$ cat src/rdma_pkg.sv
// package for the remote dma port channel: constants, states and carrier structs
// assumes one 20 MHz bus clock and synchronous active-high reset
package rdma_pkg;
    localparam int DATA_W = 16;
    localparam int ADDR_W = 16;
    localparam int FIFO_DEPTH = 32;
    localparam int CLK_PERIOD_NS = 50;
    localparam int SYNC_CYCLES = 2;
    localparam int IDX_W = 4;
    localparam logic [ADDR_W-1:0] ADDR_RESET = 16'h0000;
    localparam logic [ADDR_W-1:0] COUNT_RESET = 16'h0000;
    localparam logic [ADDR_W-1:0] WORD_STEP = 16'h0002;
    localparam logic [ADDR_W-1:0] BYTE_STEP = 16'h0001;
    localparam logic [1:0] SYNC_LAST = 2'h1;

    typedef enum logic [2:0] {
        ST_IDLE = 3'b000,
        ST_REQ = 3'b001,
        ST_MEM = 3'b011,
        ST_PORT = 3'b010,
        ST_WAIT = 3'b110
    } rdma_state_e;

    // one item moving through the channel
    typedef struct packed {
        logic [DATA_W-1:0] data;
        logic [ADDR_W-1:0] addr;
    } item_s;

    // host register access request
    typedef struct packed {
        logic [IDX_W-1:0] index;
        logic write;
        logic [7:0] wdata;
    } reg_req_s;
endpackage

$ cat src/rdma_port.sv
// remote dma channel between local buffer memory and the host port latch,
// plus the host register slave handshake
// assumes all inputs except the slave chip select and strobes synchronous to sys_clk_i; memory answers with grant
`timescale 1ns/100ps
module rdma_port
    import rdma_pkg::*;
(
    input wire logic sys_clk_i,
    input wire logic reset_i,
    // command from the register file
    input wire logic start_i,
    input wire logic dir_write_i,
    input wire logic word_mode_i,
    input wire logic [ADDR_W-1:0] start_addr_i,
    input wire logic [ADDR_W-1:0] byte_count_i,
    output logic [ADDR_W-1:0] current_remote_address_o,
    output logic [ADDR_W-1:0] remote_byte_count_o,
    output logic busy_o,
    // local bus arbitration
    input wire logic local_dma_active_i,
    output logic local_bus_request_o,
    input wire logic local_bus_grant_i,
    // memory side
    output logic [ADDR_W-1:0] mem_addr_o,
    output logic memory_write_strobe_o,
    output logic memory_read_strobe_o,
    output logic [DATA_W-1:0] mem_wdata_o,
    input wire logic [DATA_W-1:0] mem_rdata_i,
    // host port
    output logic port_request_o,
    input wire logic port_read_acknowledge_i,
    input wire logic host_io_write_strobe_i,
    input wire logic [DATA_W-1:0] port_data_i,
    output logic [DATA_W-1:0] port_data_o,
    output logic port_data_oe_o,
    output logic port_read_strobe_o,
    // host register slave
    input wire logic chip_select_n_i,
    input wire logic [IDX_W-1:0] register_index_lines_i,
    input wire logic slave_read_strobe_n_i,
    input wire logic slave_write_strobe_n_i,
    input wire logic address_latch_strobe_i,
    input wire logic mux_bus_i,
    input wire logic [7:0] slave_wdata_i,
    output logic slave_ack_n_o,
    output logic reg_access_o,
    output logic [IDX_W+8:0] reg_req_o
);
    rdma_state_e state_q, state_d;
    logic [ADDR_W-1:0] addr_q, count_q;
    logic [DATA_W-1:0] latch_q;
    logic prq_q, dir_q, word_q, full_q;
    logic fifo_valid, fifo_ready;
    logic [DATA_W-1:0] fifo_data;

    // step size picked by transfer width
    function automatic logic [ADDR_W-1:0] step_of(input logic word);
        step_of = word ? WORD_STEP : BYTE_STEP;
    endfunction

    wire [ADDR_W-1:0] step = step_of(word_q);
    wire count_last = count_q <= step;
    wire may_request = !local_dma_active_i;
    wire have_work = dir_q ? fifo_valid : !full_q;
    wire item_done = state_q == ST_MEM && local_bus_grant_i;
    wire host_write = host_io_write_strobe_i && prq_q && dir_q;
    wire host_read = port_read_acknowledge_i && prq_q && !dir_q;

    // remote write items pass through the fifo one at a time; the port request waits until it has drained
    rdma_fifo #(
        .WIDTH(DATA_W),
        .DEPTH(FIFO_DEPTH)
    ) u_fifo (
        .sys_clk_i(sys_clk_i),
        .reset_i(reset_i),
        .in_valid_i(host_write),
        .in_ready_o(fifo_ready),
        .in_data_i(port_data_i),
        .out_valid_o(fifo_valid),
        .out_ready_i(item_done && dir_q),
        .out_data_o(fifo_data)
    );

    // sequencer: wait, request bus, move one item, drop request
    always_comb begin
        state_d = state_q;
        case (state_q)
            ST_IDLE: if (busy_o && have_work && may_request) state_d = ST_REQ;
            ST_REQ: state_d = ST_MEM;
            ST_MEM: if (!local_bus_grant_i && !may_request) state_d = ST_WAIT;
                else if (local_bus_grant_i) state_d = ST_PORT;
            ST_PORT: state_d = ST_IDLE;
            ST_WAIT: if (may_request) state_d = ST_REQ;
            default: state_d = ST_IDLE;
        endcase
    end

    assign busy_o = count_q != COUNT_RESET;
    assign local_bus_request_o = state_q == ST_MEM;
    assign mem_addr_o = addr_q;
    assign memory_read_strobe_o = item_done && !dir_q;
    assign memory_write_strobe_o = item_done && dir_q;
    assign port_read_strobe_o = item_done && dir_q;
    assign mem_wdata_o = fifo_data;
    assign port_data_o = latch_q;
    assign port_data_oe_o = !dir_q && full_q;
    assign port_request_o = prq_q;
    assign current_remote_address_o = addr_q;
    assign remote_byte_count_o = count_q;

    // channel registers
    always_ff @(posedge sys_clk_i) begin
        if (reset_i) begin
            state_q <= ST_IDLE;
            addr_q <= ADDR_RESET;
            count_q <= COUNT_RESET;
            dir_q <= 1'b0;
            word_q <= 1'b0;
        end else if (start_i && state_q == ST_IDLE) begin
            addr_q <= start_addr_i;
            count_q <= byte_count_i;
            dir_q <= dir_write_i;
            word_q <= word_mode_i;
        end else begin
            state_q <= state_d;
            if (item_done) begin
                addr_q <= addr_q + step;
                count_q <= count_last ? COUNT_RESET : count_q - step;
            end
        end
    end

    // port latch and request; a same-cycle refill beats the host strobe
    always_ff @(posedge sys_clk_i) begin
        if (reset_i) begin
            latch_q <= '0;
            full_q <= 1'b0;
            prq_q <= 1'b0;
        end else if (!dir_q) begin
            if (item_done) begin
                latch_q <= mem_rdata_i;
                full_q <= 1'b1;
                prq_q <= 1'b1;
            end else if (host_read) begin
                full_q <= 1'b0;
                prq_q <= 1'b0;
            end
        end else begin
            full_q <= 1'b0;
            // withdrawn on host strobe, held low until the stored item has left for memory
            prq_q <= busy_o && fifo_ready && !host_write && !fifo_valid;
        end
    end

    // register slave: latch index, sync strobes, hold off while master
    logic [IDX_W-1:0] idx_q;
    logic [1:0] sync_q;
    logic cs_s1_q, cs_s2_q;
    reg_req_s req;
    wire strobe = !chip_select_n_i && (!slave_read_strobe_n_i || !slave_write_strobe_n_i);
    wire [IDX_W-1:0] idx_sel = mux_bus_i ? idx_q : register_index_lines_i;
    wire synced = sync_q == SYNC_LAST;
    assign req = '{index: idx_sel, write: !slave_write_strobe_n_i, wdata: slave_wdata_i};
    assign reg_req_o = req;
    assign reg_access_o = synced && !local_bus_request_o;
    assign slave_ack_n_o = !(cs_s2_q && synced && !local_bus_request_o);

    always_ff @(posedge sys_clk_i) begin
        if (reset_i) begin
            idx_q <= '0;
            sync_q <= 2'h0;
            cs_s1_q <= 1'b0;
            cs_s2_q <= 1'b0;
        end else begin
            if (address_latch_strobe_i) idx_q <= register_index_lines_i;
            cs_s1_q <= strobe;
            cs_s2_q <= cs_s1_q;
            if (!cs_s2_q) sync_q <= 2'h0;
            else if (!synced) sync_q <= sync_q + 2'h1;
        end
    end

    a_one_item_grant: assert property (@(posedge sys_clk_i) disable iff (reset_i)
        item_done |=> !local_bus_request_o)
        else $error("bus request held after item");
    a_local_defers: assert property (@(posedge sys_clk_i) disable iff (reset_i)
        (state_q == ST_IDLE && local_dma_active_i) |=> state_q != ST_REQ)
        else $error("remote requested during local dma");
    a_read_raises_req: assert property (@(posedge sys_clk_i) disable iff (reset_i)
        (item_done && !dir_q && !start_i) |=> prq_q && full_q)
        else $error("no port request after fetch");
    a_ack_clears_req: assert property (@(posedge sys_clk_i) disable iff (reset_i)
        (host_read && !item_done) |=> !prq_q)
        else $error("read acknowledge ignored");
    a_write_drops_req: assert property (@(posedge sys_clk_i) disable iff (reset_i)
        (host_write && !start_i) |=> !prq_q)
        else $error("request kept after host write");
    a_count_advance: assert property (@(posedge sys_clk_i) disable iff (reset_i)
        (item_done && !start_i) |=> addr_q == $past(addr_q) + $past(step))
        else $error("address not advanced");
    a_zero_stops: assert property (@(posedge sys_clk_i) disable iff (reset_i)
        (!busy_o && state_q == ST_IDLE && !start_i) |=> state_q == ST_IDLE)
        else $error("channel ran at zero count");
    a_ack_sync: assert property (@(posedge sys_clk_i) disable iff (reset_i)
        $rose(strobe) |-> slave_ack_n_o [*3])
        else $error("ack without synchronisation");
    a_ack_held_master: assert property (@(posedge sys_clk_i) disable iff (reset_i)
        local_bus_request_o |-> slave_ack_n_o)
        else $error("ack while bus master");
endmodule

$ cat src/rdma_fifo.sv
// parameterised valid/ready fifo used in the remote write data path
// assumes a single clock and synchronous active-high reset
`timescale 1ns/100ps
module rdma_fifo #(
    parameter int WIDTH = 16,
    parameter int DEPTH = 32
) (
    input wire logic sys_clk_i,
    input wire logic reset_i,
    input wire logic in_valid_i,
    output logic in_ready_o,
    input wire logic [WIDTH-1:0] in_data_i,
    output logic out_valid_o,
    input wire logic out_ready_i,
    output logic [WIDTH-1:0] out_data_o
);
    localparam int PW = $clog2(DEPTH);
    logic [WIDTH-1:0] mem [DEPTH];
    logic [PW:0] wr_q;
    logic [PW:0] rd_q;
    wire push = in_valid_i && in_ready_o;
    wire pop = out_valid_o && out_ready_i;
    wire full = (wr_q[PW] != rd_q[PW]) && (wr_q[PW-1:0] == rd_q[PW-1:0]);

    // extra pointer bit tells full from empty
    assign in_ready_o = !full;
    assign out_valid_o = wr_q != rd_q;
    assign out_data_o = mem[rd_q[PW-1:0]];

    always_ff @(posedge sys_clk_i) begin
        if (reset_i) begin
            wr_q <= '0;
            rd_q <= '0;
        end else begin
            if (push) wr_q <= wr_q + 1'b1;
            if (pop) rd_q <= rd_q + 1'b1;
        end
    end

    // storage has no reset; only pointers define content
    always_ff @(posedge sys_clk_i) begin
        if (push) mem[wr_q[PW-1:0]] <= in_data_i;
    end
endmodule

$ cat config.mk
export PLATFORM = sky130hd
export DESIGN_NAME = rdma_port
export DESIGN_NICKNAME = d
export VERILOG_FILES = /design/src/rdma_pkg.sv /design/src/rdma_port.sv /design/src/rdma_fifo.sv
export SDC_FILE = /design/constraint.sdc
export NUM_CORES = 1
export LEC_CHECK = 0
export BUFFER_PORTS_ARGS = -buffer_cell sky130_fd_sc_hd__clkbuf_2
export CAP_MARGIN = 10
export CORE_ASPECT_RATIO = 1.1
export CORE_MARGIN = 10
export CORE_UTILIZATION = 30
export DETAILED_ROUTE_END_ITERATION = 12
export PLACE_DENSITY = 0.54
export REMOVE_ABC_BUFFERS = 1
export SLEW_MARGIN = 20
export SYNTH_ARGS = -nofsm -noshare
export SYNTH_HDL_FRONTEND = slang
export SYNTH_SLANG_ARGS = --single-unit
$ cat constraint.sdc
create_clock -name sys_clk_i -period 4.8 [get_ports sys_clk_i]
set_clock_uncertainty 0.05 [all_clocks]
set_input_delay 0 -clock sys_clk_i [delete_from_list [all_inputs] [get_ports sys_clk_i]]
set_output_delay 0 -clock sys_clk_i [all_outputs]
set_load 0.02 [all_outputs]
Word-level counts from Yosys, hierarchy flattened:

Memories as Yosys holds them, arrays and structs flattened. A register that Yosys moved wholly into a read port is not among the register bits.
Cells that the tools add are included.

* memory bits (writable): 512
* memories kept: 1
* register bits: 75
* input port bits: 90

* bitwise logic cells: 3
* equality and inequality tests: 10
* reduce and logical (&&, ||, !) cells: 44
* multiplexer cells: 20
* $add $sub $neg: 5
* order comparisons: 1

Memories
* u_fifo.mem: depth 32, width 16, read ports 1, clocked after Yosys merged registers in 1, wr ports 1, RTL line rdma_fifo.sv:18 `logic [WIDTH-1:0] mem [DEPTH];`

Operators with widths (count)
* 16-bit 2-to-1 mux: 5
* 1-bit logical AND: 22
* 16-bit by 2-bit adder with 16-bit output: 1
* 16-bit by 2-bit less-or-equal comparator with 1-bit output: 1
* 16-bit nonzero test: 1
* 16-bit by 2-bit subtractor with 16-bit output: 1
* 6-bit by 1-bit adder with 6-bit output (second input constant): 2
* 1-bit zero test: 12
* 3-bit 2-to-1 mux: 4
* 3-bit one-hot mux with 4 select lines: 1
* 5-bit 2-to-1 mux: 2
* 1-bit 2-to-1 mux: 6
* 6-bit inequality test: 1
* 5-bit equality test: 1
* 4-bit 2-to-1 mux: 1
* 2-bit inequality test (second input constant): 2
* 4-bit AND reduction: 1
* 2-bit nonzero test: 2
* 2-bit OR reduction: 2
* 3-bit by 1-bit equality test with 1-bit output (second input constant): 1
* 3-bit by 2-bit equality test with 1-bit output (second input constant): 1
* 3-bit equality test (second input constant): 1
* 3-bit zero test: 1
* 3-bit by 1-bit inequality test with 1-bit output (second input constant): 1
* 8 further kinds: 10

Depth between registers and ports, before layout:

* depth in word-level cells: 7
* depth in mapped cells: 9
* gate-level depth less buffers: 9

Hierarchy:

A second synthesis with hierarchy kept.

* cell total of the unflattened synthesis: 1615
* area total of the unflattened synthesis: 24257.0 sq um

Modules (own cells, without submodules)
* rdma_fifo: cells each 1211, seq. area each 15715.1 sq um, area each 20852.5 sq um, times used 1
* rdma_port: cells each 404, seq. area each 1261.2 sq um, area each 3404.5 sq um, times used 1

Worst setup path before layout:

OpenSTA, ideal clock, no wires.

* path type: reg-to-reg
* start: register u_fifo.wr_q[4]
* end: memory u_fifo.mem[29][0] (enable)
* required time: 4362 ps
* cell stages (with the launch flop): 7
* setup time: 388 ps
* path buffers: 1
* slack: 2070 ps
* data arrival time: 2292 ps
* path through: dfxtp_1 clkbuf_1 xnor2_1 and3_1 a31oi_1 nand2_1 nor2_1

* cells in the longest elaborated chain, start to end: 6

RTL lines
* start, declared: RTL line rdma_fifo.sv:19 `logic [PW:0] wr_q;`
* start signal, assigned: RTL line rdma_fifo.sv:35 `if (push) wr_q <= wr_q + 1'b1;`
* 5-bit equality test: RTL line rdma_fifo.sv:23 `wire full = (wr_q[PW] != rd_q[PW]) && (wr_q[PW-1:0] == rd_q[PW-1:0]);`
* 1-bit logical AND: RTL line rdma_fifo.sv:23
* 1-bit zero test: RTL line rdma_fifo.sv:26 `assign in_ready_o = !full;`
* 1-bit logical AND: RTL line rdma_fifo.sv:21 `wire push = in_valid_i && in_ready_o;`
* 1-bit 2-to-1 mux: RTL line rdma_fifo.sv:42 `if (push) mem[wr_q[PW-1:0]] <= in_data_i;`
* 1-bit 2-to-1 mux (not written as such): RTL line rdma_fifo.sv:42
* end, declared: RTL line rdma_fifo.sv:18

Several ways; a longest one is shown, not always the timed one.

Worst setup path in the final report:

* start: register u_fifo.wr_q[2]
* end: memory u_fifo.mem[4][8] (enable)

The elaborated chain is that of the path after synthesis.

==> flow_summary_export.csv <==
group,metric,value,unit
outcome,status,"finished, final reports clean",
critical_path,crit_fanout,16,
timing,min_period_over_period,75.6,%
worst_hold_path,hp-class,"input port to register",
critical_path,path_cells,"xnor2_1 > and3_1 > a31oi_1 > nand2_1 > nor2_2",
detailed_routing,drt_drc_violations_left,0,
detailed_routing,drtIter0Drc,963,
synth,async_reset_ff_share,0,%
placed_design,dp_slack,1.13,ns
synth,synth_area_leaders,"edfxtp_1, mux4_2, dfxtp_1",
timing,hold_violations,0,
power,finalPower,11900,µW
synth,yosysSeqAreaShare,71.7,%
cts,ctsHoldBuffers,81,
synth,synthTopCellsByCount,"edfxtp_1, mux4_2, nor2_1",
final_layout,area_growth,20.8,%
timing,max_slew.worst_pin.slew,1.08,ns
detailed_routing,wl_per_cell,23.1,µm
global_routing,antenna_found_initial,3,
cts,clock-sinks,592,
detailed_routing,routed_wl,60.1,mm
detailed_routing,avgViaCountPerCell,4.90,
final_layout,regArea,17000,µm²
job,cap_viol_max_count,0,
timing,maxSlewHeadroom,27.8,%
synth,yosys.area.top_type_share,65.0,%
final_layout,multiInputGateArea,6240,µm²
power,leakage,0.00910,µW
detailed_routing,via_count,12800,
critical_path,worstSetupEndpointType,"register",
critical_path,slowest_delay,0.93,ns
final_layout,design_area,28600,µm²
synth,syn_area_per_cell,18.6,µm²
final_layout,nNetsFinal,1622,
placed_design,place.gp.congestion,0.815,
cts,cts_buffer_depth,3,
timing,final-setup-viol-count,0,
critical_path,worst_setup_path_start_kind,"register",
cts,post-cts-setup-buffers,0,
placed_design,placed_area,25600,µm²
timing,max_freq,0.276,GHz
worst_hold_path,holdPathEnd,"u_fifo.mem[7][7]$_DFFE_PP_",
die,initial_core_util,30.4,%
critical_path,cpMaxStageDelayCell,"nor2_2",
synth,netlist_instances,1274,
cts,post_cts_resized,0,
synth,synth_cell_types,64,
cts,numCtsBuffers,68,
global_routing,grt_max_degree,77,
final_layout,n_fill_cell,7131,
cts,cts-root-buf,"clkbuf_16",
critical_path,reg2reg_slack,1.17,ns
placed_design,io_buffers,175,
critical_path,cp.required,4.96,ns
timing,rsz0062_at_grt,"false",
critical_path,crit_buf_inv,0,
synth,synth_edf_count,512,
worst_hold_path,whs_path_depth,1,
synth,ys.flop_type,"edfxtp_1",
synth,yosysMostFrequentCell,"edfxtp_1",
cts,worst_skew_pair.late_latency,0.60,ns
synth,synth_area_leader_cell,"edfxtp_1",
global_routing,grtUsageTotal,13.3,%
die,floorplan.die.height,315,µm
critical_path,r2r_cells,5,
cts,cts-htree-levels,3,
cts,clk_pin_slew_worst_paths,0.06,ns
timing,drv_slew,0,
critical_path,rr_endpoint,"u_fifo.mem[4][8]$_DFFE_PP_",
power,peakVddDrop,0.339,mV
global_routing,overflow,0,
placed_design,hpwl,37.8,mm
global_routing,grt_pass1_wl,90.0,mm
power,power.density,418,nW/µm²
critical_path,crit_family,"simple AND/OR/NAND/NOR gates",
detailed_routing,ant_nets,0,
die,die_w,288,µm
final_layout,drive_gt1_share,32.5,%
synth,ys_ff_latch,592,
timing,fin_ws,1.17,ns
critical_path,reg2reg_from,"u_fifo.wr_q[2]$_SDFFE_PP0P_",
synth,netlist_area,23700,µm²
die,coreArea,77800,µm²
final_layout,fin_util,36.8,%
critical_path,worstPathArrival,3.79,ns
timing,finalCriticalPeriod,3.63,ns
die,ios,192,
global_routing,grt_pass1_vias,13600,
detailed_routing,drt_pre_antenna_iters,5,
synth,yosys_warnings,0,
critical_path,criticalPathCategory,"register to register",
die,die_area,90500,µm²
cts,tritoncts,"done",
die,num_rows,107,
worst_hold_path,worstHoldStart,"port_data_i[7]",
per-layer routing:
layer,GRT usage (%),vias to the layer above,share of wire (%)
met2,20.7,486,46
met3,3.65,73,7.1
met5,0,-,0
met1,18.3,6602,45
li1,-,5607,-
met4,2.87,0,1.7
cell families (layout without fill, tap and decap cells):
kind of cell | count (synthesis) | in the layout | synth area share, %
muxes | 190 | 190 | 16.6
AOI/OAI and AO/OA | 103 | 103 | 2.88
adders and majority gates | 12 | 12 | 0.698
and+or+nand+nor | 239 | 239 | 4.89
other | 0 | 2 | 0
DFF | 592 | 592 | 71.7
xor gates and xnor gates | 25 | 25 | 0.925
buffers and inverters | 113 | 407 | 2.23
worst register-to-register path: cells and delay by family (launching register included):
kind            cells  cell delay [ns]
simple gates        3             1.83
compound gates      1             0.65
flops               1             0.55
xor+xnor            1             0.15
per-stage QoR:
step | hold slack, ns | TNS [ns] | cells
global placement | -0.0498 | 0 | 2404
floorplan | -0.0500 | -31.73 | 1181
detailed placement | -0.0498 | 0 | 2404
finish | 0.0680 | 0 | 2605
CTS | 0.0257 | 0 | 2603
global route | 0.0684 | 0 | 2604
sequential cells by signal, summed over array words and instances, names as in the netlist, 2 cells and up, named ones only:
register	count
sync_q	2
port_data_o	16
idx_q	4
current_remote_address_o	16
u_fifo.rd_q	6
u_fifo.wr_q	6
remote_byte_count_o	16
u_fifo.mem	512
state_q	3
placed cells by master (no fill, tap or decap), drive strengths merged, types with 9 or more instances in the layout:
master       count
inv             24
edfxtp         512
mux2            24
xnor2           17
ha              10
dfxtp           80
nor2            86
clkinv          23
nand4            9
a31oi            9
a211oi          15
dlygate4sd3     81
nand3           13
buf             13
mux4           160
clkbuf         261
nor2b            9
a21oi           39
o21ai            9
nand2           62
layout make-up:
class | count | area share, %
clock buffer | 86 | 6.51
tap | 1035 | 4.53
antenna | 2 | 0.0175
clock inverter | 32 | 1.06
timing repair buffer | 269 | 6.37
sequential | 592 | 59.4
inverter | 20 | 0.263
multi-input combinational | 569 | 21.8
worst max path at each step:
stage / from / to / slack (ns) / cells after the start
after CTS: u_fifo.wr_q[2]$_SDFFE_PP0P_ / u_fifo.mem[20][9]$_DFFE_PP_ / 1.11 / 5
after floorplan: register / mem_wdata_o[0] / -1.98 / 3
after global placement: u_fifo.wr_q[2]$_SDFFE_PP0P_ / u_fifo.mem[1][10]$_DFFE_PP_ / 1.29 / 5
final: u_fifo.wr_q[2]$_SDFFE_PP0P_ / u_fifo.mem[4][8]$_DFFE_PP_ / 1.17 / 5
after global routing: u_fifo.wr_q[2]$_SDFFE_PP0P_ / u_fifo.mem[20][9]$_DFFE_PP_ / 0.90 / 5
after detailed placement: u_fifo.wr_q[2]$_SDFFE_PP0P_ / u_fifo.mem[20][8]$_DFFE_PP_ / 1.13 / 5
report_power, final:
part           leakage, µW  internal [µW]  switching, µW
Clock              0.00106           2930           2070
Combinational      0.00279            407            696
Sequential         0.00525           5680            159
Total              0.00910           9020           2930
Power figures use the tool's default switching activity.
